===== config.mk =====
export PLATFORM = sky130hd
export DESIGN_NAME = spmb_serial_port
export DESIGN_NICKNAME = d
export VERILOG_FILES = /design/src/inc/spmb_pkg.sv /design/src/rtl/spmb_tick_div.sv /design/src/rtl/spmb_serial_port.sv
export SDC_FILE = /design/constraint.sdc
export NUM_CORES = 1
export LEC_CHECK = 0
export ABC_AREA = 1
export ABC_CLOCK_PERIOD_IN_PS = 2250
export BUFFER_PORTS_ARGS = -buffer_cell sky130_fd_sc_hd__buf_4
export CAP_MARGIN = 20
export CELL_PAD_IN_SITES_DETAIL_PLACEMENT = 2
export CELL_PAD_IN_SITES_GLOBAL_PLACEMENT = 2
export CORE_MARGIN = 2
export CORE_UTILIZATION = 34
export CTS_CLUSTER_SIZE = 30
export DETAILED_ROUTE_END_ITERATION = 10
export PLACE_DENSITY = 0.89
export SLEW_MARGIN = 20
export SYNTH_ARGS = -nofsm -noshare
export SYNTH_HDL_FRONTEND = slang
export SYNTH_SLANG_ARGS = --single-unit

===== constraint.sdc =====
create_clock -name pclk -period 2.25 [get_ports pclk]
set_input_delay 0.1125 -clock pclk [delete_from_list [all_inputs] [get_ports pclk]]
set_output_delay 0.1125 -clock pclk [all_outputs]
set_load 0.03 [all_outputs]

===== src/inc/spmb_pkg.sv =====
// Package: registers, fields and timing counts
// ----------------------------------------------------------------------------
// Overview of operation
// [RULE1] Mode 0: data on rx pin, clock on tx
// [RULE2] Mode 0 clock: system clock /12 or /2
// [RULE3] Mode 0 shift clock always made here
// [RULE4] Mode 0 shifts LSB first, one per clock
// [RULE5] Mode 0 buffer write sends 8 bits, flags
// [RULE6] Mode 0 receives while enabled, flag clear
// [RULE7] Mode 1 frame: start, 8 data, stop
// [RULE8] Mode 1 baud from timer ticks, doubled
// [RULE9] Mode 1 send; done flag at stop
// [RULE10] Mode 1 receive starts on falling edge
// [RULE11] Mode 1 accept: flag clear, filter passes
// [RULE12] Accepted: load data, ninth, set flag
// [RULE13] Modes 2/3 frame adds ninth bit
// [RULE14] Mode 2 baud: clock /64 or /32
// [RULE15] Modes 2/3 send data, ninth, stop
// [RULE16] Modes 2/3 receive on start falling edge
// [RULE17] Modes 2/3 accept rule, then load
// [RULE18] Mode 3 is mode 2 with timer ticks
// [RULE19] Port 0 picks timer 1 or 3
// [RULE20] Port 1 uses timer 3 ticks only
// [RULE21] Timer 1 baud scaled by double bit/32
// [RULE22] Timer 3 baud: port 0 or /16
// [RULE23] Software keeps baud timer interrupt off
// [RULE24] Buffer write to transmit, read receive
// ----------------------------------------------------------------------------
package spmb_pkg;
    // ------------------------------------------------------------------------
    // Register offsets (byte addresses)
    // ------------------------------------------------------------------------
    localparam logic [7:0] OFF_CTRL = 8'h00;
    localparam logic [7:0] OFF_BUF = 8'h04;
    localparam logic [7:0] OFF_PWR = 8'h08;
    localparam logic [7:0] OFF_ADDR = 8'h0C;
    localparam logic [7:0] OFF_T3CTL = 8'hC4;
    // ------------------------------------------------------------------------
    // Field positions and reset values
    // ------------------------------------------------------------------------
    localparam int PWR_DOUBLE_BIT = 7;
    localparam int T3_DOUBLE1_BIT = 7;
    localparam int T3_BAUD_SEL_BIT = 5;
    localparam logic [7:0] CTRL_RST = 8'h00;
    localparam logic [7:0] PWR_RST = 8'h00;
    localparam logic [7:0] T3CTL_RST = 8'h00;
    localparam logic [7:0] BUF_RST = 8'h00;
    localparam logic [15:0] ADDR_RST = 16'h0000;
    // ------------------------------------------------------------------------
    // Timing counts
    // ------------------------------------------------------------------------
    localparam logic [3:0] OVS_LAST = 4'hF;
    localparam logic [3:0] MID_START = 4'h7;
    localparam logic [3:0] SHIFT_HALF_SLOW = 4'h6;
    localparam logic [3:0] SHIFT_HALF_FAST = 4'h1;
    localparam logic [3:0] FIXED_DIV_SLOW = 4'h4;
    localparam logic [3:0] FIXED_DIV_FAST = 4'h2;
    localparam logic [3:0] SHIFT_BITS = 4'h8;
    localparam logic [3:0] FRAME_SHORT = 4'hA;
    localparam logic [3:0] FRAME_LONG = 4'hB;
    localparam logic [3:0] RX_SHORT = 4'h9;
    localparam logic [3:0] RX_LONG = 4'hA;

    typedef enum logic [1:0] {
        MODE_SHIFT,
        MODE_ASYNC8,
        MODE_FIXED9,
        MODE_TIMER9
    } spmb_mode_t;

    typedef struct packed {
        spmb_mode_t mode;
        logic addr_filter_fast_shift;
        logic rx_enable;
        logic transmit_ninth_bit;
        logic received_ninth_bit;
        logic transmit_done_flag;
        logic receive_done_flag;
    } spmb_ctrl_t;
endpackage : spmb_pkg


===== src/rtl/spmb_tick_div.sv =====
// Module: divider giving a one-cycle tick
`timescale 1ns/1ps
`default_nettype none
module spmb_tick_div #(
    parameter int W = 4
) (
    input wire logic pclk, // System clock
    input wire logic presetn, // Async reset, active low
    input wire logic ce, // Clock enable
    input wire logic clr, // Restart the count
    input wire logic [W-1:0] period, // Cycles per tick
    output logic tick // One-cycle tick
);
    logic [W-1:0] cnt_reg;
    logic last;

    generate
        if (W < 2) begin : g_chk
            $error("spmb_tick_div: W must be at least 2");
        end
    endgenerate

    assign last = (cnt_reg >= period - {{(W-1){1'b0}}, 1'b1});
    assign tick = ce && !clr && last;

    always_ff @(posedge pclk or negedge presetn) begin
        if (!presetn) begin
            cnt_reg <= '0;
        end else if (ce) begin
            if (clr || last) begin
                cnt_reg <= '0;
            end else begin
                cnt_reg <= cnt_reg + {{(W-1){1'b0}}, 1'b1};
            end
        end
    end
endmodule : spmb_tick_div
`default_nettype wire


===== src/rtl/spmb_serial_port.sv =====
// Module: four-mode serial port engine with APB register access
//
// The APB register port was chosen for this implementation.
`timescale 1ns/1ps
`default_nettype none
module spmb_serial_port #(
    parameter int PORT_INDEX = 0
) (
    input wire logic pclk, // System clock, 100 MHz
    input wire logic presetn, // Async reset, active low
    input wire logic ce, // Clock enable, freezes state when low
    input wire logic psel, // APB select
    input wire logic penable, // APB enable
    input wire logic pwrite, // APB direction
    input wire logic [7:0] paddr, // APB byte address
    input wire logic [31:0] pwdata, // APB write data
    output logic [31:0] prdata, // APB read data
    output logic pready, // APB ready
    output logic pslverr, // APB error, unmapped address
    input wire logic timer1_tick, // Timer 1 overflow pulse
    input wire logic timer3_tick, // Timer 3 overflow pulse
    input wire logic rxd_in, // Receive pin level
    output logic rxd_out, // Receive pin drive value, mode 0
    output logic rxd_oe, // Receive pin drive enable
    output logic txd_out // Transmit pin / shift clock
);
    typedef enum logic [1:0] {
        TX_IDLE,
        TX_ASYNC,
        SH_TX,
        SH_RX
    } spmb_tx_state_t;

    typedef enum logic [1:0] {
        RX_IDLE,
        RX_START,
        RX_BITS
    } spmb_rx_state_t;

    generate
        if (PORT_INDEX < 0 || PORT_INDEX > 1) begin : g_chk
            $error("spmb_serial_port: PORT_INDEX must be 0 or 1");
        end
    endgenerate

    // ------------------------------------------------------------------------
    // Registers
    // ------------------------------------------------------------------------
    spmb_pkg::spmb_ctrl_t ctrl_reg;
    logic [7:0] tx_data_reg;
    logic [7:0] rx_buf_reg;
    logic [7:0] pwr_reg;
    logic [7:0] t3ctl_reg;
    logic [15:0] addr_reg;
    logic [31:0] prdata_reg;
    logic pslverr_reg;
    logic [31:0] rdata_next;
    logic hit;
    logic wr_ctrl, wr_buf;
    logic set_ti, rx_load, rx_load_ninth;
    logic [7:0] rx_load_data;
    logic rx_ninth_val;
    spmb_pkg::spmb_mode_t mode;
    logic double_rate;

    assign mode = ctrl_reg.mode;
    assign pready = ce;
    assign prdata = prdata_reg;
    assign pslverr = pslverr_reg;

    always_comb begin
        hit = 1'b1;
        rdata_next = 32'h0000_0000;
        case (paddr)
            spmb_pkg::OFF_CTRL: rdata_next[7:0] = ctrl_reg;
            spmb_pkg::OFF_BUF: rdata_next[7:0] = rx_buf_reg; // RULE24
            spmb_pkg::OFF_PWR: rdata_next[7:0] = pwr_reg;
            spmb_pkg::OFF_ADDR: rdata_next[15:0] = addr_reg;
            spmb_pkg::OFF_T3CTL: rdata_next[7:0] = t3ctl_reg;
            default: hit = 1'b0;
        endcase
    end

    // Read data and error latched at setup
    always_ff @(posedge pclk or negedge presetn) begin
        if (!presetn) begin
            prdata_reg <= 32'h0000_0000;
            pslverr_reg <= 1'b0;
        end else if (ce && psel && !penable) begin
            prdata_reg <= pwrite ? 32'h0000_0000 : rdata_next;
            pslverr_reg <= !hit;
        end
    end

    logic wr_any;
    assign wr_any = ce && psel && penable && pwrite;
    assign wr_ctrl = wr_any && (paddr == spmb_pkg::OFF_CTRL);
    assign wr_buf = wr_any && (paddr == spmb_pkg::OFF_BUF);

    // Hardware set wins over software clear
    always_ff @(posedge pclk or negedge presetn) begin
        if (!presetn) begin
            ctrl_reg <= spmb_pkg::CTRL_RST;
        end else if (ce) begin
            if (wr_ctrl) begin
                ctrl_reg <= pwdata[7:0];
            end
            if (set_ti) begin
                ctrl_reg.transmit_done_flag <= 1'b1;
            end
            if (rx_load) begin
                ctrl_reg.receive_done_flag <= 1'b1; // RULE12
            end
            if (rx_load && rx_load_ninth) begin
                ctrl_reg.received_ninth_bit <= rx_ninth_val; // RULE12
            end
        end
    end

    always_ff @(posedge pclk or negedge presetn) begin
        if (!presetn) begin
            tx_data_reg <= spmb_pkg::BUF_RST;
            pwr_reg <= spmb_pkg::PWR_RST;
            t3ctl_reg <= spmb_pkg::T3CTL_RST;
            addr_reg <= spmb_pkg::ADDR_RST;
        end else if (ce && wr_any) begin
            case (paddr)
                spmb_pkg::OFF_BUF: tx_data_reg <= pwdata[7:0]; // RULE24
                spmb_pkg::OFF_PWR: pwr_reg <= pwdata[7:0];
                spmb_pkg::OFF_ADDR: addr_reg <= pwdata[15:0];
                spmb_pkg::OFF_T3CTL: t3ctl_reg <= pwdata[7:0];
                default: ;
            endcase
        end
    end

    always_ff @(posedge pclk or negedge presetn) begin
        if (!presetn) begin
            rx_buf_reg <= spmb_pkg::BUF_RST;
        end else if (ce && rx_load) begin
            rx_buf_reg <= rx_load_data; // RULE12
        end
    end

    // ------------------------------------------------------------------------
    // Baud sources
    // ------------------------------------------------------------------------
    logic src_tick, half_reg, timer_s16, fixed_s16, s16;
    logic half_tick;
    spmb_tx_state_t tx_state;
    logic [3:0] fixed_period, half_period;

    // Port 1 double bit sits in timer 3 control
    assign double_rate = (PORT_INDEX == 1) ?
        t3ctl_reg[spmb_pkg::T3_DOUBLE1_BIT] :
        pwr_reg[spmb_pkg::PWR_DOUBLE_BIT];

    assign src_tick = (PORT_INDEX == 1) ? timer3_tick : // RULE20
        (t3ctl_reg[spmb_pkg::T3_BAUD_SEL_BIT] ?
        timer3_tick : timer1_tick); // RULE19

    // Ticks divided by 16 per bit, by 32 unless doubled (port 1: 16 fixed)
    always_ff @(posedge pclk or negedge presetn) begin
        if (!presetn) begin
            half_reg <= 1'b0;
        end else if (ce && src_tick) begin
            half_reg <= !half_reg;
        end
    end
    assign timer_s16 = ce && src_tick &&
        ((PORT_INDEX == 1) || double_rate || half_reg); // RULE8 RULE21 RULE22

    assign fixed_period = double_rate ? spmb_pkg::FIXED_DIV_FAST :
        spmb_pkg::FIXED_DIV_SLOW; // RULE14

    spmb_tick_div #(.W(4)) u_fixed_div (
        .pclk(pclk),
        .presetn(presetn),
        .ce(ce),
        .clr(wr_buf && tx_state == TX_IDLE),
        .period(fixed_period),
        .tick(fixed_s16)
    );

    assign s16 = (mode == spmb_pkg::MODE_FIXED9) ? fixed_s16 :
        timer_s16; // RULE18

    // Half period of the mode 0 shift clock
    assign half_period = ctrl_reg.addr_filter_fast_shift ?
        spmb_pkg::SHIFT_HALF_FAST : spmb_pkg::SHIFT_HALF_SLOW; // RULE2

    spmb_tick_div #(.W(4)) u_shift_div (
        .pclk(pclk),
        .presetn(presetn),
        .ce(ce),
        .clr(tx_state == TX_IDLE),
        .period(half_period),
        .tick(half_tick)
    );

    // ------------------------------------------------------------------------
    // Transmit and mode 0 shift engine
    // ------------------------------------------------------------------------
    logic [10:0] tx_sh_reg;
    logic [3:0] tx_bits_reg;
    logic [3:0] tx_phase_reg;
    logic tx_line_reg;
    logic rxd_out_reg, rxd_oe_reg;
    logic m0_rx_go;

    assign txd_out = tx_line_reg;
    assign rxd_out = rxd_out_reg;
    assign rxd_oe = rxd_oe_reg;
    // A write takes priority over receive
    assign m0_rx_go = (mode == spmb_pkg::MODE_SHIFT) && !wr_buf &&
        ctrl_reg.rx_enable && !ctrl_reg.receive_done_flag; // RULE6

    always_ff @(posedge pclk or negedge presetn) begin
        if (!presetn) begin
            tx_state <= TX_IDLE;
            tx_sh_reg <= 11'h7FF;
            tx_bits_reg <= 4'h0;
            tx_phase_reg <= 4'h0;
            tx_line_reg <= 1'b1;
            rxd_out_reg <= 1'b1;
            rxd_oe_reg <= 1'b0;
        end else if (ce) begin
            case (tx_state)
                TX_IDLE: begin
                    tx_line_reg <= 1'b1;
                    tx_phase_reg <= 4'h0;
                    if (wr_buf && mode != spmb_pkg::MODE_SHIFT) begin
                        tx_state <= TX_ASYNC;
                        tx_line_reg <= 1'b0; // RULE7 RULE13
                        tx_sh_reg <= {1'b1, (mode == spmb_pkg::MODE_ASYNC8) ?
                            1'b1 : ctrl_reg.transmit_ninth_bit,
                            pwdata[7:0], 1'b0}; // RULE9 RULE15
                        tx_bits_reg <= (mode == spmb_pkg::MODE_ASYNC8) ?
                            spmb_pkg::FRAME_SHORT : spmb_pkg::FRAME_LONG;
                    end else if (wr_buf) begin
                        tx_state <= SH_TX; // RULE5
                        tx_sh_reg <= {3'b111, pwdata[7:0]};
                        tx_bits_reg <= spmb_pkg::SHIFT_BITS;
                        rxd_out_reg <= pwdata[0];
                        rxd_oe_reg <= 1'b1; // RULE1
                    end else if (m0_rx_go) begin
                        tx_state <= SH_RX;
                        tx_bits_reg <= spmb_pkg::SHIFT_BITS;
                        rxd_oe_reg <= 1'b0;
                    end
                end
                TX_ASYNC: begin
                    if (s16) begin
                        tx_phase_reg <= tx_phase_reg + 4'h1;
                    end
                    if (s16 && tx_phase_reg == spmb_pkg::OVS_LAST) begin
                        if (tx_bits_reg == 4'h1) begin
                            tx_state <= TX_IDLE;
                        end else begin
                            tx_sh_reg <= {1'b1, tx_sh_reg[10:1]}; // RULE7
                            tx_line_reg <= tx_sh_reg[1];
                            tx_bits_reg <= tx_bits_reg - 4'h1;
                        end
                    end
                end
                SH_TX, SH_RX: begin
                    if (half_tick) begin
                        tx_line_reg <= !tx_line_reg; // RULE3
                        if (tx_line_reg && tx_state == SH_TX) begin
                            rxd_out_reg <= tx_sh_reg[0]; // RULE4
                        end
                        if (!tx_line_reg) begin
                            // Rising edge: one bit per shift clock
                            if (tx_state == SH_RX) begin
                                tx_sh_reg[7:0] <= {rxd_in, tx_sh_reg[7:1]};
                            end else begin
                                tx_sh_reg[7:0] <= {1'b1, tx_sh_reg[7:1]};
                            end
                            tx_bits_reg <= tx_bits_reg - 4'h1;
                            if (tx_bits_reg == 4'h1) begin
                                tx_state <= TX_IDLE;
                                rxd_oe_reg <= 1'b0;
                                rxd_out_reg <= 1'b1;
                            end
                        end
                    end
                end
                default: tx_state <= TX_IDLE;
            endcase
        end
    end

    // Done at stop bit start or last shift clock
    always_comb begin
        set_ti = 1'b0;
        if (ce && tx_state == TX_ASYNC && s16 &&
            tx_phase_reg == spmb_pkg::OVS_LAST && tx_bits_reg == 4'h2) begin
            set_ti = 1'b1; // RULE9 RULE15
        end
        if (ce && tx_state == SH_TX && half_tick && !tx_line_reg &&
            tx_bits_reg == 4'h1) begin
            set_ti = 1'b1; // RULE5
        end
    end

    // ------------------------------------------------------------------------
    // Asynchronous receiver
    // ------------------------------------------------------------------------
    spmb_rx_state_t rx_state;
    logic rx_prev_reg;
    logic [9:0] rx_sh_reg;
    logic [3:0] rx_bits_reg;
    logic [3:0] rx_phase_reg;
    logic [9:0] rx_full;
    logic rx_last, rx_short, accept, addr_match;
    logic [7:0] rx_data;
    logic rx_ninth;

    assign rx_short = (mode == spmb_pkg::MODE_ASYNC8);
    assign rx_full = {rxd_in, rx_sh_reg[9:1]};
    assign rx_data = rx_short ? rx_full[8:1] : rx_full[7:0];
    // In mode 1 the stop bit stands in for the ninth bit
    assign rx_ninth = rx_short ? rx_full[9] : rx_full[8];
    assign addr_match = (rx_data == addr_reg[7:0]) ||
        (rx_data == addr_reg[15:8]);
    assign rx_last = ce && rx_state == RX_BITS && s16 &&
        rx_phase_reg == spmb_pkg::OVS_LAST && rx_bits_reg == 4'h1;
    assign accept = !ctrl_reg.receive_done_flag &&
        (!ctrl_reg.addr_filter_fast_shift ||
        (rx_ninth && addr_match)); // RULE11 RULE17

    always_ff @(posedge pclk or negedge presetn) begin
        if (!presetn) begin
            rx_prev_reg <= 1'b1;
        end else if (ce) begin
            rx_prev_reg <= rxd_in;
        end
    end

    always_ff @(posedge pclk or negedge presetn) begin
        if (!presetn) begin
            rx_state <= RX_IDLE;
            rx_sh_reg <= 10'h000;
            rx_bits_reg <= 4'h0;
            rx_phase_reg <= 4'h0;
        end else if (ce) begin
            case (rx_state)
                RX_IDLE: begin
                    rx_phase_reg <= 4'h0;
                    if (mode != spmb_pkg::MODE_SHIFT &&
                        ctrl_reg.rx_enable && rx_prev_reg && !rxd_in) begin
                        rx_state <= RX_START; // RULE10 RULE16
                    end
                end
                RX_START: begin
                    if (s16) begin
                        rx_phase_reg <= rx_phase_reg + 4'h1;
                        if (rx_phase_reg == spmb_pkg::MID_START) begin
                            // A glitch shorter than half a bit is dropped
                            rx_state <= rxd_in ? RX_IDLE : RX_BITS;
                            rx_phase_reg <= 4'h0;
                            rx_bits_reg <= rx_short ? spmb_pkg::RX_SHORT :
                                spmb_pkg::RX_LONG;
                        end
                    end
                end
                RX_BITS: begin
                    if (s16) begin
                        rx_phase_reg <= rx_phase_reg + 4'h1;
                        if (rx_phase_reg == spmb_pkg::OVS_LAST) begin
                            rx_sh_reg <= rx_full; // RULE10
                            rx_bits_reg <= rx_bits_reg - 4'h1;
                            if (rx_bits_reg == 4'h1) begin
                                rx_state <= RX_IDLE; // RULE10 RULE16
                            end
                        end
                    end
                end
                default: rx_state <= RX_IDLE;
            endcase
        end
    end

    // One load path for all modes
    always_comb begin
        rx_load = 1'b0;
        rx_load_ninth = 1'b0;
        rx_load_data = rx_data;
        rx_ninth_val = rx_ninth;
        if (ce && tx_state == SH_RX && half_tick && !tx_line_reg &&
            tx_bits_reg == 4'h1) begin
            rx_load = 1'b1; // RULE6
            rx_load_data = {rxd_in, tx_sh_reg[7:1]};
        end else if (rx_last && accept) begin
            rx_load = 1'b1; // RULE12 RULE17
            rx_load_ninth = 1'b1;
        end
    end
endmodule : spmb_serial_port
`default_nettype wire


==> results of run 1 <==
==> power breakdown <==
group	switching, uW	total [uW]	internal (uW)	leakage, uW
Clock	1230	2900	1670	0.000279
Combinational	1930	2850	915	0.00225
Sequential	421	2940	2510	0.00147
==> Yosys cell counts (5+ instances only) <==
| cell | count |
|---|---|
| sky130_fd_sc_hd__nor2_1 | 76 |
| sky130_fd_sc_hd__nand2_1 | 201 |
| sky130_fd_sc_hd__clkbuf_1 | 12 |
| sky130_fd_sc_hd__o21ai_0 | 93 |
| sky130_fd_sc_hd__buf_4 | 20 |
| sky130_fd_sc_hd__dfstp_2 | 13 |
| sky130_fd_sc_hd__o211ai_1 | 8 |
| sky130_fd_sc_hd__a221oi_1 | 12 |
| sky130_fd_sc_hd__a31o_2 | 6 |
| sky130_fd_sc_hd__dfrtp_1 | 104 |
| sky130_fd_sc_hd__nand2_2 | 7 |
| sky130_fd_sc_hd__inv_1 | 93 |
| sky130_fd_sc_hd__buf_2 | 5 |
| sky130_fd_sc_hd__o22ai_1 | 6 |
| sky130_fd_sc_hd__ha_1 | 16 |
| sky130_fd_sc_hd__a21oi_1 | 28 |
| sky130_fd_sc_hd__nand4_1 | 10 |
| sky130_fd_sc_hd__nand3_1 | 55 |
==> path summary, 6_finish.rpt <==
path	from	endpoint	slack [ns]	cells after the start
max in group asynchronous	presetn	tx_sh_reg[7]$_DFFE_PN1P_	1.23	3
hold reg to reg	tx_sh_reg[8]$_DFFE_PN1P_	tx_sh_reg[8]$_DFFE_PN1P_	0.50	2
setup reg to reg	pwr_reg[7]$_DFFE_PN0P_	tx_sh_reg[5]$_DFFE_PN1P_	-0.36	14
hold / removal	pwdata[12]	addr_reg[12]$_DFFE_PN0P_	0.01	3
setup / recovery	pwr_reg[7]$_DFFE_PN0P_	tx_sh_reg[5]$_DFFE_PN1P_	-0.36	14
min in group asynchronous	presetn	tx_phase_reg[1]$_DFFE_PN0P_	0.23	2
==> tightest hold or removal path: cells and delay by family <==
kind	cells	cell delay, ns
compound gates	1	0.08
simple gates	1	0.12
buf+inv	1	0.11
==> area by class of cell <==
cell class	instances	area, sq um	share of cell area
well taps	229	287	0.0340
clock inverters	14	153	0.0181
multi-input cells	575	3210	0.380
inverters	100	383	0.0454
clock buffers	18	439	0.0521
repair buffers	121	1020	0.121
flip-flops and latches	117	2950	0.349
==> stage by stage <==
stage                     total power [uW]  hold WS, ns  cell area [sq um]  setup slack [ns]
after floorplan                       4000       -0.183               6410             0.287
after global placement                4560        0.135               7180             0.119
after detailed placement              4740        0.149               7180            -0.111
after CTS                             8000       0.0286               8110           0.00180
after global routing                  8920       0.0281               8440            -0.373
final                                 8680       0.0125               8440            -0.360
==> layer usage <==
layer | share of wire | up-vias | wire length [um] | GRT usage
li1 | - | 2883 | - | -
met1 | 0.39 | 3618 | 13900 | 0.385
met2 | 0.48 | 425 | 17200 | 0.546
met3 | 0.072 | 158 | 2580 | 0.0836
met4 | 0.061 | 0 | 2200 | 0.186
met5 | 0 | - | 0 | 0
==> cells by family (layout without fill, tap and decap cells) <==
| group | Yosys count | in the layout |
|---|---|---|
| other | 1 | 16 |
| AOI/OAI and AO/OA | 174 | 174 |
| DFF | 117 | 117 |
| buffers and inverters | 139 | 253 |
| adders and majority gates | 16 | 16 |
| xor gates and xnor gates | 8 | 8 |
| and+or+nand+nor | 359 | 361 |
==> what timing repair did <==
action,CTS,global route
setup buffers,6,11
gates resized for setup,37,74
endpoints found under the hold margin,42,0
pin swaps,6,18
setup endpoints to repair,28,37
cloned,2,0
hold buffers,14,0
==> metrics.log, run 1 <==
[metrics] HPWL after detailed placement: 18600 um
[metrics] pins over their slew limit: 0
[metrics] die width: roughly 140 um
[metrics] Crit path max-delay family: simple AND/OR/NAND/NOR gates
[metrics] Fmax achieved: between 300 and 400 MHz
[metrics] share of async-settable or async-resettable flops after synthesis: 1.00
[metrics] most common flop cell mapped by yosys: sky130_fd_sc_hd__dfrtp_1
[metrics] final hold violation count: 0
[metrics] combinational family with the most area after synthesis: simple AND/OR/NAND/NOR gates
[metrics] # setup viols final: 36
[metrics] reported max-cap violation count: 0
[metrics] highest-count cells in the layout ignoring fill and taps: 175 x sky130_fd_sc_hd__nand2_1, 101 x sky130_fd_sc_hd__dfrtp_1, 98 x sky130_fd_sc_hd__buf_4
[metrics] final clock period utilization by the worst path: 1.16
[metrics] most area-hungry cell type in the Yosys netlist: sky130_fd_sc_hd__dfrtp_1
[metrics] area of the mapped netlist: around 0.0064 sq mm
[metrics] insertion delay to the later sink of the worst-skew pair: roughly 0.46 ns
[metrics] via/cell ratio: slightly above 6
[metrics] leakage: approximately 0.0040 uW
[metrics] area enclosed by the die boundary: ~0.020 sq mm
[metrics] Max VDD drop: ~670 uV
[metrics] via count of the first global-routing pass: 7646
[metrics] Netlist cell types: 41
[metrics] filler instances: about 2000
[metrics] number of nets at the end of the flow: 997
[metrics] area share of the largest cell type after synthesis: 0.410
[metrics] final RePlAce weighted congestion: between 0.8 and 0.9
[metrics] cell occurring most often along the worst timing path: sky130_fd_sc_hd__nor2_4
[metrics] all-layer global routing usage: 0.327
[metrics] post-layout instance count excluding filler cells: 1174
[metrics] pin count of the biggest net entering global routing: a little over 40
[metrics] wire length after detailed routing: between 30000 and 40000 um
[metrics] Buffers on Ports: 53
[metrics] Initial Utilization: 0.350
[metrics] number of antenna violations at the first check in global routing: 0
[metrics] post-detailed-route count of antenna-violating nets: 0
[metrics] measured slew at the worst slew-check pin: around 0.67 ns
[metrics] row count: between 40 and 50
[metrics] vertical die dimension: 141 um
[metrics] status: finished, violations left
[metrics] Slew HR: 0.550
[metrics] number of synthesis warnings: 0
[metrics] remaining global-route overflow: 0
[metrics] critical path arrival: between 2 and 3 ns
[metrics] Diodes inserted: 0
[metrics] Placeable Area: between 0.015 and 0.02 sq mm
[metrics] number of flops mapped to enable cells by yosys: 0
[metrics] via total after detailed routing: 7084
[metrics] clock skew after layout: 0.0185 ns
[metrics] final critical path time including I/O delays and setup: between 2 and 3 ns
[metrics] commonest non-fill, non-tap cell in the layout: sky130_fd_sc_hd__nand2_1
[metrics] violated checks: negative setup slack
[metrics] crit path capture type: register
[metrics] CTS clock-pin slew for the worst setup and hold paths: about 0.07 ns
[metrics] post-synthesis xor/xnor area fraction: 0.0110
[metrics] share of synthesized area occupied by flip-flops and latches: 0.463
[metrics] ranking of synthesized cells by area: sky130_fd_sc_hd__dfrtp_1 41%, sky130_fd_sc_hd__nand2_1 12%, sky130_fd_sc_hd__o21ai_0 7.3%
[metrics] count of buffer and inverter cells on the critical path: 3
[metrics] total CTS buffers: 17
[metrics] post-detailed-route wirelength per cell: 30.5 um
[metrics] cells along the critical path: ha_4, nand2_2, nand3_2, inv_2, nor3_2, nand2_1, nand2_4, inv_4, nor2_4, nor2_4, nor2_4, buf_12, nand3_4, o21ai_1
[metrics] type of origin of the critical path: register
[metrics] mean instance size in the synthesized netlist: about 7.8 sq um
[metrics] number of search-and-repair iterations in the first detailed-routing pass: 7
[metrics] mux contribution to synthesized area: 0
[metrics] cell at the slowest stage of the critical path: sky130_fd_sc_hd__dfrtp_1
[metrics] maximum clock insertion buffer count: 2
[metrics] final standard cell utilization of the core: 0.465
[metrics] endpoint required time on the critical path: approximately 2.6 ns
[metrics] complex-gate fraction of the synthesized area: 0.160
[metrics] sink count of the clock tree: 117
[metrics] H-Tree Level Count: 4
[metrics] synthesized-area fraction occupied by adder cells: 0.0315
[metrics] setup repair after global routing missed its margin: yes
[metrics] power per standard cell area: between 1000 and 1500 mW/mm^2
[metrics] crit-path max FO: 7
[metrics] fraction of final layout cells sized beyond drive strength 1: 0.261
[metrics] root buffer cell: sky130_fd_sc_hd__clkbuf_16
[metrics] FF+latch count, synth: around 120
[metrics] number of top-level design ports: 86
[metrics] initial drt markers: between 700 and 800
[metrics] Hold/Removal Path Class: input port to register
[metrics] Area Overhead vs Synth: 32.8%
[metrics] basic-gate share of the synthesized area counting and, or, nand and nor cells: 0.237
[metrics] number of placed cells counting well taps: between 1000 and 1500
[metrics] synthesized netlist cell count: 814
[metrics] clock tree from TritonCTS: yes
[metrics] category of the most critical setup path: register to register
[metrics] sum of negative setup slack: -5.40 ns
[metrics] min setup slack post-route: -0.360 ns
[metrics] delay of the slowest cell on the worst path: 0.46 ns
[metrics] wire length of the first global-routing pass: approximately 48000 um
[metrics] DRC violation count after routing: 0
Note: power is estimated with default switching activity, not from simulation.
==> inputs of run 2 (changes only) <==
TNS_END_PERCENT = 50   (was unset)
==> run 2 against run 1 <==
Net effect: the flow still finishes with violations (negative setup slack); critical endpoint is now ctrl_reg[2]$_DFFE_PN0P_; hold slack worse by 0.012 ns; design area increased by 0.28%; clock skew hardly changed; utilization is 0.13 points higher; register-to-register slack better by 0.098 ns; flip-flop and latch count did not move; fmax increased by 3.9%.
==> metrics.log, run 2 (synthesis gave the netlist of run 1 again) <==
[metrics] post-detailed-route wirelength per cell: 30.9 um
[metrics] final RePlAce weighted congestion: 0.841
[metrics] footprint of the flip-flops and latches: between 0.002 and 0.003 sq mm
[metrics] H-Tree Level Count: 4
[metrics] Area Overhead vs Synth: 33.1%
[metrics] Hold/Removal Path Class: input port to register
[metrics] routed wl met3: between 2000 and 2500 um
[metrics] cell at the slowest stage of the critical path: sky130_fd_sc_hd__dfrtp_1
[metrics] number of antenna violations at the first check in global routing: 0
[metrics] post-detailed-route count of antenna-violating nets: 0
[metrics] Post-Route M1 WL: between 10000 and 15000 um
[metrics] violated checks: negative setup slack
[metrics] power per standard cell area: between 1000 and 1500 mW/mm^2
[metrics] crit-path max FO: 13
[metrics] number of top-level design ports: 86
[metrics] status: finished, violations left
[metrics] Placeable Area: ~0.018 sq mm
[metrics] crit path capture type: register
[metrics] wire length of the first global-routing pass: around 50000 um
[metrics] leakage: around 0.0040 uW
[metrics] final hold violation count: 0
[metrics] via total after detailed routing: 7163
[metrics] number of nets at the end of the flow: approximately 990
[metrics] Placed Area: slightly above 0.007 sq mm
[metrics] die width: between 100 and 150 um
[metrics] HPWL after detailed placement: around 19000 um
[metrics] commonest non-fill, non-tap cell in the layout: sky130_fd_sc_hd__nand2_1
[metrics] Max VDD drop: roughly 610 uV
[metrics] setup repair after global routing missed its margin: yes
[metrics] via/cell ratio: roughly 6.1
[metrics] fraction of final layout cells sized beyond drive strength 1: 0.260
[metrics] Placement Setup Slack: -0.111 ns
[metrics] highest-count cells in the layout ignoring fill and taps: 180 x sky130_fd_sc_hd__nand2_1, 101 x sky130_fd_sc_hd__dfrtp_1, 93 x sky130_fd_sc_hd__buf_4
[metrics] measured slew at the worst slew-check pin: about 0.7 ns
[metrics] pins over their slew limit: 0
[metrics] category of the most critical setup path: register to register
[metrics] # setup viols final: 26
[metrics] remaining global-route overflow: 0
[metrics] post-layout instance count excluding filler cells: between 1000 and 1500
[metrics] Slew HR: 0.529
[metrics] final critical path time including I/O delays and setup: about 2.5 ns
[metrics] reported max-cap violation count: 0
[metrics] pin count of the biggest net entering global routing: 41
[metrics] maximum clock insertion buffer count: 2
[metrics] via count of the first global-routing pass: a little under 8000
[metrics] number of placed cells counting well taps: 1109
[metrics] wire length after detailed routing: ~36000 um
[metrics] Fmax achieved: 398 MHz
[metrics] total CTS buffers: 17
[metrics] sink count of the clock tree: between 100 and 150
[metrics] endpoint required time on the critical path: about 2.6 ns
[metrics] Buffers on Ports: 53
[metrics] type of origin of the critical path: register
[metrics] insertion delay to the later sink of the worst-skew pair: about 0.46 ns
[metrics] DRC violation count after routing: 0
[metrics] uppermost signal routing layer after detailed routing: met4
[metrics] initial drt markers: 711
[metrics] final instance area: 0.00846 sq mm
[metrics] met2 layer wire length in the routed design: ~17000 um
[metrics] filler instances: approximately 2000
[metrics] area of the multi-input gates: 0.00325 sq mm
[metrics] row count: a little under 50
[metrics] Initial Utilization: 0.350
[metrics] clock tree from TritonCTS: yes
[metrics] all-layer global routing usage: 0.337
[metrics] cell occurring most often along the worst timing path: sky130_fd_sc_hd__nand2_1
[metrics] Diodes inserted: 0
[metrics] area enclosed by the die boundary: about 0.020 sq mm
[metrics] min setup slack post-route: -0.263 ns
[metrics] cells along the critical path: inv_1, ha_1, o21ai_1, nand2_2, nand2_2, inv_1, nand4_1, buf_12, buf_12, nand3_1, nand2_1, nand2_1, nand2_1, nand2_1
[metrics] number of search-and-repair iterations in the first detailed-routing pass: 5
[metrics] vertical die dimension: approximately 140 um
[metrics] CTS clock-pin slew for the worst setup and hold paths: 0.07 ns
[metrics] root buffer cell: sky130_fd_sc_hd__clkbuf_16
[metrics] final standard cell utilization of the core: 0.466
[metrics] clock skew after layout: ~0.019 ns
[metrics] Crit path max-delay family: simple AND/OR/NAND/NOR gates
[metrics] final clock period utilization by the worst path: 1.12
[metrics] critical path arrival: about 2.9 ns
[metrics] count of buffer and inverter cells on the critical path: 4
[metrics] delay of the slowest cell on the worst path: between 0.4 and 0.5 ns
## run 2: metal layers
metal / vias to the layer above / global-route usage
li1: 2873 / -
met1: 3693 / 0.400
met2: 415 / 0.558
met3: 182 / 0.0863
met4: 0 / 0.190
met5: - / 0
## run 2: area by class of cell
cell class                      instances  share of cell area
Clock inverter                         14              0.0180
Clock buffer                           18              0.0519
Timing Repair Buffer                  117               0.119
Tap cell                              229              0.0339
Inverter                              100              0.0450
Sequential cell                       117               0.348
Multi-Input combinational cell        575               0.384
## run 2: worst reg2reg max path: stages (launching register included)
cell,delay (ns)
sky130_fd_sc_hd__dfrtp_1,0.45
sky130_fd_sc_hd__inv_1,0.12
sky130_fd_sc_hd__ha_1,0.31
sky130_fd_sc_hd__o21ai_1,0.20
sky130_fd_sc_hd__nand2_2,0.11
sky130_fd_sc_hd__nand2_2,0.12
sky130_fd_sc_hd__inv_1,0.09
sky130_fd_sc_hd__nand4_1,0.14
sky130_fd_sc_hd__buf_12,0.18
sky130_fd_sc_hd__buf_12,0.15
sky130_fd_sc_hd__nand3_1,0.13
sky130_fd_sc_hd__nand2_1,0.11
sky130_fd_sc_hd__nand2_1,0.10
sky130_fd_sc_hd__nand2_1,0.10
sky130_fd_sc_hd__nand2_1,0.08
## run 2: timing repair
item,4_1_cts,5_1_grt
endpoints found under the hold margin,42,0
gates cloned,2,0
resized for setup,37,76
pin swaps,5,14
setup buffers,5,8
setup endpoints to repair,28,37
hold buffers,14,0
## run 2: final timing paths
| path | slack (ns) | from | to | cells after the start |
|---|---|---|---|---|
| setup / recovery | -0.26 | u_shift_div.cnt_reg[0]$_DFFE_PN0P_ | ctrl_reg[2]$_DFFE_PN0P_ | 14 |
| hold / removal | 0.0004 | pwdata[12] | addr_reg[12]$_DFFE_PN0P_ | 3 |
| setup reg to reg | -0.26 | u_shift_div.cnt_reg[0]$_DFFE_PN0P_ | ctrl_reg[2]$_DFFE_PN0P_ | 14 |
| hold reg to reg | 0.49 | tx_sh_reg[7]$_DFFE_PN1P_ | tx_sh_reg[7]$_DFFE_PN1P_ | 2 |
| max in group asynchronous | 1.19 | presetn | tx_sh_reg[7]$_DFFE_PN1P_ | 3 |
| min in group asynchronous | 0.25 | presetn | tx_phase_reg[0]$_DFFE_PN0P_ | 2 |
## run 2: power by group
group          leakage [uW]  internal, uW  switching [uW]  total, uW
clock              0.000279          1670            1270       2940
sequential          0.00147          2510             429       2940
combinational       0.00225           876            1860       2740
## run 2: per-stage QoR
| stage | hold WS [ns] | setup TNS [ns] | total power (uW) |
|---|---|---|---|
| after detailed placement | 0.149 | -0.650 | 4740 |
| final | 0.000426 | -2.88 | 8620 |
| after CTS | 0.0286 | -0.0244 | 7990 |
| after global routing | 0.00244 | -4.94 | 8870 |
| after floorplan | -0.183 | 0 | 4000 |
| after global placement | 0.135 | 0 | 4560 |
==> inputs of run 3 (changes only) <==
CORE_MARGIN = 5   (was 2)
PLACE_DENSITY = unset   (was 0.89)
PLACE_DENSITY_LB_ADDON = 0.1   (was unset)
==> run 3 against run 2 <==
Net effect: the flow now finishes without violations; first-iteration DRC count fell by 66%; non-clock buffer count rose by 1; flip-flop and latch count did not move; wire length fell by 36%; power fell by 8.2%; utilization fell by 2.2 points; setup slack improved by 0.33 ns; sequential share of layout area rose by 0.87 points; critical path depth rose by 1; critical endpoint is now tx_bits_reg[2]$_DFFE_PN0P_; largest cell class unchanged; largest power group unchanged; highest routed layer unchanged.
==> metrics.log, run 3 (synthesis gave the netlist of run 1 again) <==
[metrics] status: finished, final reports clean
[metrics] category of the most critical setup path: register to register
[metrics] via/cell ratio: between 5 and 6
[metrics] all-layer global routing usage: 0.212
[metrics] via total after detailed routing: roughly 6100
[metrics] reported max-cap violation count: 0
[metrics] number of top-level design ports: 86
[metrics] cell at the slowest stage of the critical path: sky130_fd_sc_hd__dfrtp_1
[metrics] HPWL after detailed placement: between 15000 and 20000 um
[metrics] Hold/Removal Path Class: input port to register
[metrics] total CTS buffers: 17
[metrics] via count of the first global-routing pass: between 6000 and 7000
[metrics] CTS clock-pin slew for the worst setup and hold paths: ~0.06 ns
[metrics] H-Tree Level Count: 4
[metrics] Initial Utilization: 0.342
[metrics] delay of the slowest cell on the worst path: about 0.40 ns
[metrics] critical path arrival: approximately 2.5 ns
[metrics] startpoint of the worst setup timing path: u_fixed_div.cnt_reg[1]$_DFFE_PN0P_
[metrics] fraction of final layout cells sized beyond drive strength 1: 0.219
[metrics] leakage: 0.00394 uW
[metrics] vertical die dimension: 147 um
[metrics] endpoint required time on the critical path: about 2.5 ns
[metrics] post-detailed-route wirelength per cell: 19.7 um
[metrics] number of search-and-repair iterations in the first detailed-routing pass: 4
[metrics] clock skew after layout: between 0.009 and 0.01 ns
[metrics] Slew HR: 0.538
[metrics] number of nets at the end of the flow: ~990
[metrics] cells along the critical path: ha_1, nand2_1, nand3_2, inv_2, nor3_2, nand2_1, nand2_4, inv_2, nor2_4, nor2_4, nor2_4, buf_4, nand2_4, nand2_1, o21ai_0
[metrics] maximum clock insertion buffer count: 2
[metrics] power per standard cell area: 959 mW/mm^2
[metrics] count of buffer and inverter cells on the critical path: 3
[metrics] setup repair after global routing missed its margin: yes
[metrics] sum of negative setup slack: 0 ns
[metrics] highest-count cells in the layout ignoring fill and taps: 187 x sky130_fd_sc_hd__nand2_1, 103 x sky130_fd_sc_hd__dfrtp_1, 95 x sky130_fd_sc_hd__buf_4
[metrics] DRC violation count after routing: 0
[metrics] final hold violation count: 0
[metrics] Diodes inserted: 0
[metrics] crit-path max FO: 8
[metrics] Min-Delay Startpoint: pwdata[2]
[metrics] final critical path time including I/O delays and setup: between 2 and 2.5 ns
[metrics] initial drt markers: 240
[metrics] wire length of the first global-routing pass: 36100 um
[metrics] Placeable Area: about 0.019 sq mm
[metrics] clock tree from TritonCTS: yes
[metrics] Crit path max-delay family: simple AND/OR/NAND/NOR gates
[metrics] wire length after detailed routing: about 23000 um
[metrics] row count: 50
[metrics] measured slew at the worst slew-check pin: 0.692 ns
[metrics] Buffers on Ports: 53
[metrics] type of origin of the critical path: register
[metrics] area enclosed by the die boundary: 0.0215 sq mm
[metrics] worst reg2reg path startpoint: u_fixed_div.cnt_reg[1]$_DFFE_PN0P_
[metrics] min setup slack post-route: roughly 0.066 ns
[metrics] root buffer cell: sky130_fd_sc_hd__clkbuf_16
[metrics] Placement Setup Slack: -0.0377 ns
[metrics] crit path capture type: register
[metrics] pin count of the biggest net entering global routing: about 120
[metrics] post-detailed-route count of antenna-violating nets: 0
[metrics] number of antenna violations at the first check in global routing: 0
[metrics] Fmax achieved: roughly 460 MHz
[metrics] insertion delay to the later sink of the worst-skew pair: 0.43 ns
[metrics] Area Overhead vs Synth: 29.8%
[metrics] # setup viols final: 0
[metrics] commonest non-fill, non-tap cell in the layout: sky130_fd_sc_hd__nand2_1
[metrics] final clock period utilization by the worst path: 0.971
[metrics] final RePlAce weighted congestion: a little over 0.8
[metrics] Max VDD drop: slightly above 500 uV
[metrics] remaining global-route overflow: 0
[metrics] die width: roughly 150 um
[metrics] pins over their slew limit: 0
[metrics] sink count of the clock tree: approximately 120
-- run 3: layout make-up --
type                       instances  area, sq um
multi-input combinational        573         3030
clock inverter                    13          150
timing repair buffer             118         1000
sequential                       117         2950
fill                            2092        10300
tap                              234          293
inverter                         100          375
clock buffer                      19          453
-- run 3: final timing paths --
| kind | end | slack (ns) | cells past startpoint |
|---|---|---|---|
| setup / recovery | tx_bits_reg[2]$_DFFE_PN0P_ | 0.07 | 15 |
| hold / removal | ctrl_reg[2]$_DFFE_PN0P_ | 0.04 | 5 |
| setup reg to reg | tx_bits_reg[2]$_DFFE_PN0P_ | 0.07 | 15 |
| hold reg to reg | tx_phase_reg[3]$_DFFE_PN0P_ | 0.48 | 1 |
| max in group asynchronous | mode[0]$_DFFE_PN0P_ | 1.38 | 3 |
| min in group asynchronous | prdata[11]$_DFFE_PN0P_ | 0.30 | 3 |
-- run 3: routing by layer --
metal,GRT usage,routed length [um]
met5,0,0
met1,0.273,10000
met4,0.0390,210
met3,0.0413,946
met2,0.374,12000
-- run 3: tightest hold or removal path, cell delays in order --
cell	delay (ns)
sky130_fd_sc_hd__buf_4	0.11
sky130_fd_sc_hd__nand2_1	0.06
sky130_fd_sc_hd__nand2_1	0.06
sky130_fd_sc_hd__nand2_1	0.04
sky130_fd_sc_hd__nand2_1	0.04
-- run 3: where the power goes --
group          internal, uW  total [uW]  switching (uW)
logic                   863        2260            1400
registers              2510        2860             342
clock network          1700        2790            1090
total                  5080        7910            2830
-- run 3: per-stage QoR --
stage	util	hold slack [ns]	instance area, sq um	instances	total power [uW]
finish	0.444	0.0449	8250	1174	7910
global route	0.444	0.0489	8250	1174	8380
CTS	0.428	0.0337	7950	1162	7690
detailed placement	0.387	0.280	7190	1115	4800
global placement	0.387	0.263	7190	1115	4640
floorplan	-	-0.183	6410	829	4000
-- run 3: repair_timing --
action,in CTS,in global routing
hold buffers,15,0
gates resized for setup,2,55
gates cloned,0,1
endpoints found under the setup margin,2,28
hold endpoints to repair,118,0
pin swaps,0,10
setup buffers,0,11
